$ cat config.mk
export PLATFORM = sky130hd
export DESIGN_NAME = ccsp_top
export DESIGN_NICKNAME = d
export VERILOG_FILES = /design/src/ccsp_pkg.sv /design/src/ccsp_sync3.sv /design/src/ccsp_top.sv
export SDC_FILE = /design/constraint.sdc
export NUM_CORES = 1
export LEC_CHECK = 0
export BUFFER_PORTS_ARGS = -buffer_cell sky130_fd_sc_hd__buf_4
export CAP_MARGIN = 20
export CORE_MARGIN = 2
export CORE_UTILIZATION = 53
export CTS_CLUSTER_DIAMETER = 80
export DETAILED_ROUTE_END_ITERATION = 10
export PLACE_DENSITY_LB_ADDON = 0.2
export SLEW_MARGIN = 20
export SYNTH_ARGS = -nofsm -noshare
export SYNTH_HDL_FRONTEND = slang
export SYNTH_SLANG_ARGS = --single-unit
$ cat constraint.sdc
create_clock -name core_clk -period 1.7 [get_ports core_clk]
set_input_delay 0.085 -clock core_clk [delete_from_list [all_inputs] [get_ports core_clk]]
set_output_delay 0.085 -clock core_clk [all_outputs]
set_load 0.02 [all_outputs]
$ cat src/ccsp_pkg.sv
package ccsp_pkg;

  // Frame shape: one command byte, then one data byte
  localparam int BYTE_W = 8;
  localparam logic [2:0] BIT_LAST = 3'h7;
  localparam logic [2:0] BIT_FIRST = 3'h0;
  localparam int CMD_READ_BIT = 6; // Position in the byte held before the last bit enters

  // Register selects carried in the low seven bits of the command byte
  localparam logic [6:0] SEL_CR_ZERO = 7'h00;
  localparam logic [6:0] SEL_CR_ONE = 7'h01;
  localparam logic [6:0] SEL_STATUS = 7'h02;

  // Field layout
  localparam int CR0_ALT_LSB = 4;
  localparam int CR1_FLAG_BIT = 0;
  localparam int STAT_KEY_BIT = 0;
  localparam int STAT_FLAG_BIT = 1;

  // Reset values
  localparam logic [7:0] CR0_RST = 8'h00;
  localparam logic [7:0] CR1_RST = 8'h00;

  // Reference clock choices and divide ratios down to the 512 kHz internal rate
  localparam logic [1:0] ALT_512K = 2'h0;
  localparam logic [1:0] ALT_1536K = 2'h1;
  localparam logic [1:0] ALT_2048K = 2'h2;
  localparam logic [1:0] ALT_2560K = 2'h3;
  localparam logic [2:0] DIV_512K = 3'h1;
  localparam logic [2:0] DIV_1536K = 3'h3;
  localparam logic [2:0] DIV_2048K = 3'h4;
  localparam logic [2:0] DIV_2560K = 3'h5;

  // Synchroniser reset levels match the idle select, shift clock and key pins (data resets low), so no false shift clock edge follows reset
  // Bit order {cs_n, sclk, di, key}
  localparam logic [3:0] SYNC_RST = 4'h9;

  typedef enum logic [1:0] {ST_CMD, ST_DATA, ST_DONE} ccsp_state_t;

  // Divider ratio for a given reference clock selection
  function automatic logic [2:0] ccsp_div_ratio(input logic [1:0] sel);
    logic [2:0] r;
    r = DIV_512K;
    unique case (sel)
      ALT_512K: r = DIV_512K;
      ALT_1536K: r = DIV_1536K;
      ALT_2048K: r = DIV_2048K;
      ALT_2560K: r = DIV_2560K;
    endcase
    return r;
  endfunction

endpackage

$ cat src/ccsp_sync3.sv
`timescale 1ns/10ps
// Three-stage pin synchroniser; the level only moves once stages two and three agree
module ccsp_sync3 #(
  parameter int WIDTH = 4,
  parameter logic [WIDTH-1:0] RST_VAL = '0
) (
  // Clock and reset
  input wire logic core_clk,
  input wire logic sys_rst,
  // Pins and clean levels
  input wire logic [WIDTH-1:0] pin_in,
  output logic [WIDTH-1:0] level_out
);

  logic [WIDTH-1:0] s1_reg;
  logic [WIDTH-1:0] s2_reg;
  logic [WIDTH-1:0] s3_reg;

  genvar i;
  generate
    for (i = 0; i < WIDTH; i++)
    begin : g_bit
      // Stage one feeds stage two only, avoiding any look at a metastable value
      always_ff @(posedge core_clk)
      begin
        if (sys_rst)
        begin
          s1_reg[i] <= RST_VAL[i];
          s2_reg[i] <= RST_VAL[i];
          s3_reg[i] <= RST_VAL[i];
          level_out[i] <= RST_VAL[i];
        end
        else
        begin
          s1_reg[i] <= pin_in[i];
          s2_reg[i] <= s1_reg[i];
          s3_reg[i] <= s2_reg[i];
          if (s2_reg[i] == s3_reg[i])
            level_out[i] <= s3_reg[i];
        end
      end
    end
  endgenerate

endmodule // ccsp_sync3

$ cat src/ccsp_top.sv
`timescale 1ns/10ps
// Notes on behaviour
// Sample input bit on each shift clock rise
// Transfers happen only while chip-select is low
// Shift clock moves bits in or out
// Unrelated shift clock synchronised before register updates
// Inverted flag pin shows complement of flag
// Keypad input low means key pressed
// Reference clock field sets the divider ratio
// Reference clock never shifts sample data
// Status bits change on shift clock fall
// Reset returns inverted flag pin high
// Chip-select release abandons transfer, output inactive
module ccsp_top (
  // Clock and reset
  input wire logic core_clk,
  input wire logic sys_rst,
  // Serial control pins
  input wire logic ctrl_shift_clock,
  input wire logic chip_select_n,
  input wire logic instr_shift_in,
  output logic status_shift_out,
  output logic status_shift_out_oe,
  // Side pins
  input wire logic keypad_sense_in,
  output logic keypad_event_out,
  output logic keypad_pressed,
  output logic inverted_flag_pin,
  // Reference clock divider setting
  output logic [1:0] alt_ref_sel,
  output logic [2:0] alt_div_ratio
);

  typedef struct packed {
    logic sclk_prev;
    ccsp_pkg::ccsp_state_t state;
    logic [2:0] bit_cnt;
    logic [7:0] shreg;
    logic is_read;
    logic [6:0] sel;
    logic [7:0] out_sh;
    logic so;
    logic oe;
    logic [7:0] ctrl_reg_zero;
    logic [7:0] ctrl_reg_one;
    logic inv_flag;
    logic key_pressed;
    logic key_event;
    logic [2:0] div_ratio;
  } ccsp_ctl_t;

  localparam ccsp_ctl_t CTL_RST = '{
    sclk_prev: 1'b0,
    state: ccsp_pkg::ST_CMD,
    bit_cnt: ccsp_pkg::BIT_FIRST,
    shreg: 8'h00,
    is_read: 1'b0,
    sel: ccsp_pkg::SEL_CR_ZERO,
    out_sh: 8'h00,
    so: 1'b0,
    oe: 1'b0,
    ctrl_reg_zero: ccsp_pkg::CR0_RST,
    ctrl_reg_one: ccsp_pkg::CR1_RST,
    inv_flag: 1'b1,
    key_pressed: 1'b0,
    key_event: 1'b0,
    div_ratio: ccsp_pkg::DIV_512K
  };

  ccsp_ctl_t ctl_reg;
  ccsp_ctl_t ctl_next;
  logic [3:0] pin_lvl;
  logic cs_n_lvl;
  logic sclk_lvl;
  logic di_lvl;
  logic key_lvl;
  logic sclk_rise;
  logic sclk_fall;
  logic [7:0] byte_in;

  // Readback mux for a register select
  function automatic logic [7:0] read_sel(input logic [6:0] s, input ccsp_ctl_t c);
    logic [7:0] d;
    d = 8'h00;
    if (s == ccsp_pkg::SEL_CR_ZERO)
      d = c.ctrl_reg_zero;
    else if (s == ccsp_pkg::SEL_CR_ONE)
      d = c.ctrl_reg_one;
    else if (s == ccsp_pkg::SEL_STATUS)
    begin
      d[ccsp_pkg::STAT_KEY_BIT] = c.key_pressed;
      d[ccsp_pkg::STAT_FLAG_BIT] = c.ctrl_reg_one[ccsp_pkg::CR1_FLAG_BIT];
    end
    return d;
  endfunction

  // All pins are asynchronous to core_clk, shift clock included
  ccsp_sync3 #(
    .WIDTH(4),
    .RST_VAL(ccsp_pkg::SYNC_RST)
  ) u_sync (
    .core_clk(core_clk),
    .sys_rst(sys_rst),
    .pin_in({chip_select_n, ctrl_shift_clock, instr_shift_in, keypad_sense_in}),
    .level_out(pin_lvl)
  );

  // Clean levels and shift clock edges, seen in the core domain
  assign cs_n_lvl = pin_lvl[3];
  assign sclk_lvl = pin_lvl[2];
  assign di_lvl = pin_lvl[1];
  assign key_lvl = pin_lvl[0];
  assign sclk_rise = sclk_lvl && !ctl_reg.sclk_prev;
  assign sclk_fall = !sclk_lvl && ctl_reg.sclk_prev;
  assign byte_in = {ctl_reg.shreg[6:0], di_lvl};

  // Next-state logic for the whole port
  always_comb
  begin
    ctl_next = ctl_reg;
    ctl_next.sclk_prev = sclk_lvl;
    ctl_next.key_pressed = !key_lvl;
    ctl_next.key_event = !key_lvl && !ctl_reg.key_pressed;
    if (cs_n_lvl)
    begin
      // Partial frames are dropped so the next one starts from bit zero
      ctl_next.state = ccsp_pkg::ST_CMD;
      ctl_next.bit_cnt = ccsp_pkg::BIT_FIRST;
      ctl_next.oe = 1'b0;
      ctl_next.so = 1'b0;
    end
    else
    begin
      ctl_next.oe = 1'b1;
      if (sclk_rise)
      begin
        ctl_next.shreg = byte_in;
        ctl_next.bit_cnt = ctl_reg.bit_cnt + 3'h1;
        unique case (ctl_reg.state)
          ccsp_pkg::ST_CMD:
          begin
            if (ctl_reg.bit_cnt == ccsp_pkg::BIT_LAST)
            begin
              // Command decides the direction of the data byte
              ctl_next.is_read = ctl_reg.shreg[ccsp_pkg::CMD_READ_BIT];
              ctl_next.sel = byte_in[6:0];
              ctl_next.out_sh = read_sel(byte_in[6:0], ctl_reg);
              ctl_next.state = ccsp_pkg::ST_DATA;
            end
          end
          ccsp_pkg::ST_DATA:
          begin
            if (ctl_reg.bit_cnt == ccsp_pkg::BIT_LAST)
            begin
              ctl_next.state = ccsp_pkg::ST_DONE;
              // Writes land in one core cycle, never on the raw shift clock
              if (!ctl_reg.is_read && ctl_reg.sel == ccsp_pkg::SEL_CR_ZERO)
                ctl_next.ctrl_reg_zero = byte_in;
              if (!ctl_reg.is_read && ctl_reg.sel == ccsp_pkg::SEL_CR_ONE)
                ctl_next.ctrl_reg_one = byte_in;
            end
          end
          ccsp_pkg::ST_DONE:
          begin
            ctl_next.bit_cnt = ctl_reg.bit_cnt; // Extra bits ignored until release
          end
        endcase
      end
      if (sclk_fall && ctl_reg.state == ccsp_pkg::ST_DATA && ctl_reg.is_read)
      begin
        ctl_next.so = ctl_reg.out_sh[7];
        ctl_next.out_sh = {ctl_reg.out_sh[6:0], 1'b0};
      end
    end
    ctl_next.inv_flag = !ctl_next.ctrl_reg_one[ccsp_pkg::CR1_FLAG_BIT];
    // Ratio feeds the filter clock divider only; sample shifting stays on the master clock
    ctl_next.div_ratio = ccsp_pkg::ccsp_div_ratio(
      ctl_next.ctrl_reg_zero[ccsp_pkg::CR0_ALT_LSB +: 2]);
  end

  // Reset also clears the flag, so the pin goes high and the host sees it
  always_ff @(posedge core_clk)
  begin
    if (sys_rst)
      ctl_reg <= CTL_RST;
    else
      ctl_reg <= ctl_next;
  end

  // Outputs straight from the state register
  assign status_shift_out = ctl_reg.so;
  assign status_shift_out_oe = ctl_reg.oe;
  assign keypad_event_out = ctl_reg.key_event;
  assign keypad_pressed = ctl_reg.key_pressed;
  assign inverted_flag_pin = ctl_reg.inv_flag;
  assign alt_ref_sel = ctl_reg.ctrl_reg_zero[ccsp_pkg::CR0_ALT_LSB +: 2];
  assign alt_div_ratio = ctl_reg.div_ratio;
endmodule // ccsp_top

Yosys cells after proc, flatten, opt, wreduce, memory -nomap -nowiden:

Index checks and enable logic that the tools add are counted.

* reduce and logical (&&, ||, !) cells: 29
* bitwise gates (word level): 2
* eq/ne operators: 15
* add/sub/neg operators: 1
* multiplexer cells: 19

Operators with widths (count)
* $mux W14: 4
* $mux W8: 5
* $eq A7 B1 Y1 const B: 2
* $logic_not A7 Y1: 2
* $mux W6: 2
* $pmux W3 S4: 1
* $reduce_and A4 Y1: 3
* $reduce_and A5 Y1: 2
* $mux W9: 1
* $mux W2: 4
* $reduce_bool A2 Y1: 4
* $eq A7 B2 Y1 const B: 1
* $logic_and A1 B1 Y1: 7
* $eq A2 B2 Y1 const B: 3
* $logic_not A1 Y1: 6
* $eq A1 B1 Y1: 4
* $eq A2 B1 Y1 const B: 2
* $logic_not A2 Y1: 2
* $ne A2 B2 Y1 const B: 2
* $pmux W2 S2: 1
* $reduce_and A2 Y1: 2
* $add A3 B1 Y3 const B: 1
* $eq A3 B3 Y1 const B: 1
* $not A1 Y1: 2
* 2 further kinds: 2

* register bits: 69
* output and inout port bits: 10

Depth between registers and ports, before layout:

* word-level depth: 9
* gate-level depth with buffers: 7
* gate-level depth less buffers: 6

Modules after synthesis:

Synthesis repeated with hierarchy kept, for this count alone.

* cell total of the unflattened synthesis: 306
* area, all modules: 2845.2 µm²

By module, submodules not included
* ccsp_top: times used 1, cells an instance 265, area each 2363.5 µm², sequential area each 1061.0 µm²
* ccsp_sync3: times used 1, cells an instance 41, area each 481.7 µm², sequential area each 320.3 µm²

Worst setup path after synthesis:

No wires, ideal clock.

* kind: reg-to-reg
* start: register ctl_reg[48] (netlist name)
* end: register ctl_reg (netlist bit inverted_flag_pin)
* cell stages (with the launch flop): 7
* path slack: 0.093 ns
* required time: 1.580 ns
* arrival time: 1.487 ns
* cells stage by stage: dfxtp_1 ha_1 ha_1 and3b_1 nand4_2 mux2i_1 or2_1

* word-level cells in the longest chain between the ends: 6

RTL lines
* start, declared: line ccsp_top.sv:70 `ccsp_ctl_t ctl_reg;`
* start signal, assigned: line ccsp_top.sv:187 `ctl_reg <= ctl_next;`
* $eq A3 B3 Y1: line ccsp_top.sv:153 `if (ctl_reg.bit_cnt == ccsp_pkg::BIT_LAST)`
* $mux W14: line ccsp_top.sv:153
* $mux W14: line ccsp_top.sv:139 `unique case (ctl_reg.state)`
* $mux W14: line ccsp_top.sv:135 `if (sclk_rise)`
* $mux W14: line ccsp_top.sv:124 `if (cs_n_lvl)`
* $logic_not A1 Y1: line ccsp_top.sv:175 `ctl_next.inv_flag = !ctl_next.ctrl_reg_one[ccsp_pkg::CR1_FLAG_BIT];`

No other way between the ends.
A chain may end at the register's enable or synchronous reset.

Worst setup path in the final report:

* start: register ctl_reg[49] (netlist name)
* end: register ctl_reg[9] (netlist name)

* word-level cells in the longest chain between the ends: 2

RTL lines (line)
* $eq A3 B3 Y1: ccsp_top.sv:153
* $reduce_and A5 Y1 (no line)

No other way between the ends.

==> metrics.md <==
| Metric | Value |
|---|---|
| Run status | `finished, final reports clean` |
| YS warnings | `0` |
| Vias | `roughly 2,000` |
| Clk slew on worst S/H paths | `approximately 0.070 ns` |
| CTS Buf Count | `9` |
| P_sw | `~630 uW` |
| Area leader, netlist | `dfxtp_1` |
| Die footprint | `5670 um^2` |
| Clock Sinks | `68` |
| Fillers | `394` |
| Power per standard cell area | `between 900 and 1000 nW/um^2` |
| Final Util | `68.4%` |
| Crit-path cells | `ha_4 > ha_4 > and3b_1 > nand4_2 > buf_4 > mux2i_1 > nor2_1` |
| Iteration-0 DRC Markers | `80` |
| Drt drc | `0` |
| Hold path endpoint | `u_sync.s3_reg[2]` |
| Final WL | `between 5000 and 6000 um` |
| Sequential share of power | `51.7%` |
| DR pass1 iterations | `4` |
| Pwr Total | `3110 uW` |
| VDD IR-drop max | `about 0.0006 V` |
| Share of the synthesized area in the top cell type | `roughly half` |
| Clock Latency Late Sink | `approximately 0.34 ns` |
| Largest net degree at the start of global routing | `40` |
| First-pass GRT wire length | `roughly 8700 um` |
| Cell Area, Synth | `2700 um^2` |
| CORE AREA | `about 4800 um^2` |
| Final Max Slew Viols | `0` |
| Required @ worst endpoint | `1.91 ns` |
| DP Wirelength | `3400 um` |
| CTS H-tree depth | `3` |
| Gpl congestion | `0.784` |
| Unrepaired setup endpoints after global routing | `yes` |
| Clk buf depth | `2` |
| Share of the yosys chip area belonging to registers | `between 50% and 60%` |
| Layout Nets | `roughly 320` |
| Reg2reg path depth | `7` |
| Cell count after placement | `363` |
| Die H | `~75 um` |
| R2R Path End | `ctl_reg[9]` |
| Clock share of power | `46.7%` |
| Syn_area_per_cell | `~9.6 um^2` |
| Clock Skew | `between 0.007 and 0.008 ns` |
| Num rows | `25` |
| CP Buf/Inv Count | `1` |
| Gr usage total | `just over 20%` |
| Hold Fails Final Rpt | `0` |
| Synthesis-stage register bit count | `68` |
| Crit path arrival time | `1.83 ns` |
| I/O pin count | `16` |
| CTS tree | `built` |
| Share of cells above drive strength 1 | `about a quarter` |
| Hold Path Stages | `2` |
| Commonest non-fill, non-tap cell in the layout | `dfxtp_1` |
| CP top delay family | `simple AND/OR/NAND/NOR gates` |
| Slowest cell on crit path | `dfxtp_2` |
| Headroom to the max-slew limit | `68.4%` |
| Critical path's most frequent cell | `ha_4` |
| Worst setup EP type | `flop` |
| Switching Share | `20.1%` |
| Ranking of synthesized cells by area | `dfxtp_1 (50%), mux2i_1 (10%), nor2_1 (5.4%)` |
| Worst-margin pin slew | `approximately 0.47 ns` |
| Max reg flops | `36` |
| Logic pwr share | `under 10%` |
| Ant diodes | `0` |
| Initial antenna violation count | `0` |
| Min-delay src | `sys_rst` |
| Final worst-path cycle share | `95.1%` |
| Internal power | `roughly 2500 uW` |
| Fin Setup TNS | `0 ns` |
| Syn nets | `290` |
| Hold Path Class | `input port to flop` |
| Wirelength per Cell | `approximately 13 um` |
| Setup CP Type | `flop to flop` |
| Max frequency | `618 MHz` |
| Synth-to-Final Area Change | `22.1%` |
| Most frequent cells in the layout | `dfxtp_1 (66), nor2_1 (39), buf_4 (37), mux2i_1 (27), a21oi_1 (22)` |
| GRT overflow | `0` |
| Number of nets with antenna violations after routing | `0` |
| R2r startpoint | `ctl_reg[49]` |
| Initial Util | `~56%` |
| Endpoints failing setup | `0` |
| Clock root buffer | `clkbuf_8` |
| Number of global-route vias before repair | `~1,900` |
| Port Buf Inserts | `15` |
| Period minus WS final | `between 1.5 and 2 ns` |
| Biggest cell delay along the critical path | `0.36 ns` |
| Pleak | `between 0.001 and 0.0015 uW` |
| Cell Count, Final, Fillers Out | `between 300 and 400` |
| Yosys cell types | `between 40 and 50` |
| MaxCap Viol Count | `0` |
| Die X | `75.3 um` |
| Worst Path Max Fanout | `5` |
| CP Launch Type | `flop` |
| FF-to-FF setup slack | `slightly above 0.08 ns` |
| Cells after Synth | `282` |
| Via density | `around 5.2` |
[layout make-up]
cell class,count,area (um^2),area share (%)
clock buffer,11,141,4.29
clock inverter,5,75.1,2.28
inverter,4,15.0,0.456
multi-input combinational,187,1260,38.4
sequential,68,1360,41.4
tap,67,83.8,2.55
timing repair buffer,43,349,10.6
[synth_stat cells (all sizes together)]
master / count
a31oi: 1
o21ai: 3
or3: 2
a41oi: 1
o2bb2ai: 1
and3b: 1
nand2b: 3
nor3b: 3
nand3b: 3
xnor2: 1
a21o: 1
a211oi: 2
or4b: 1
nand2: 19
nor4b: 2
nor4: 9
mux2: 5
nand4bb: 1
or3b: 2
nor2b: 10
o22ai: 1
dfxtp: 68
ha: 2
o21bai: 2
clkbuf: 13
buf: 10
nor3: 11
nand4: 2
or2: 9
inv: 4
mux2i: 27
a221o: 1
a21oi: 22
nor2: 39
[logic make-up (layout without fill, tap and decap cells)]
family | count (synthesis) | count (layout) | share of synthesized area [%]
AO/OA/AOI/OAI | 35 | 35 | 7.52
XOR/XNOR | 1 | 1 | 0.325
adder cells (fa/ha/maj) | 2 | 2 | 0.928
buffers and inverters | 27 | 63 | 4.73
flip-flops | 68 | 68 | 50.5
multiplexers | 32 | 32 | 12.1
AND/OR/NAND/NOR | 117 | 117 | 23.9
[routing by layer]
metal | track usage [%] | up-vias | wire length, um
met4 | 11.9 | 0 | 125
met2 | 31.0 | 24 | 2330
met3 | 4.37 | 11 | 125
met5 | 0 | - | 0
li1 | - | 1028 | -
met1 | 27.2 | 930 | 2580
[worst reg2reg max path, stage by stage (launching register included)]
cell     delay [ns]
dfxtp_2        0.36
ha_4           0.15
ha_4           0.14
and3b_1        0.20
nand4_2        0.18
buf_4          0.23
mux2i_1        0.18
nor2_1         0.06
[worst max path at each step]
| stage | from | endpoint | slack, ns | cells after the start |
|---|---|---|---|---|
| after floorplan | ctl_reg[48] | inverted_flag_pin | 0.09 | 6 |
| after global placement | ctl_reg[48] | alt_div_ratio[0] | 0.02 | 6 |
| after detailed placement | ctl_reg[48] | alt_div_ratio[0] | -0.05 | 6 |
| after CTS | ctl_reg[48] | alt_div_ratio[0] | 0.002 | 6 |
| after global routing | ctl_reg[49] | alt_div_ratio[0] | -0.01 | 6 |
| final | ctl_reg[49] | ctl_reg[9] | 0.08 | 7 |
[what timing repair did]
action | 4_1_cts | 5_1_grt
buffers inserted | 0 | 2
pin swaps | 1 | 4
endpoints found under the hold margin | 4 | 0
hold buffers | 4 | 0
resized for setup | 4 | 8
endpoints found under the setup margin | 7 | 20
[through the flow]
step / setup slack [ns] / instance area, um^2 / hold slack [ns]
floorplan: 0.0935 / 2700 / 0.189
CTS: 0.00195 / 3220 / 0.151
global placement: 0.0225 / 2950 / 0.272
global route: -0.0149 / 3290 / 0.172
detailed placement: -0.0461 / 2950 / 0.274
finish: 0.0831 / 3290 / 0.152
[power groups by stage]
stage / Clock [uW] / Sequential [uW] / Combinational [uW]
CTS: 1470 / 1610 / 52.7
finish: 1450 / 1610 / 52.4
detailed placement: 0 / 1650 / 45.3
global placement: 0 / 1640 / 45.3
floorplan: 0 / 1640 / 30.3
global route: 1530 / 1610 / 57.6
(Power assumes the default switching activity.)
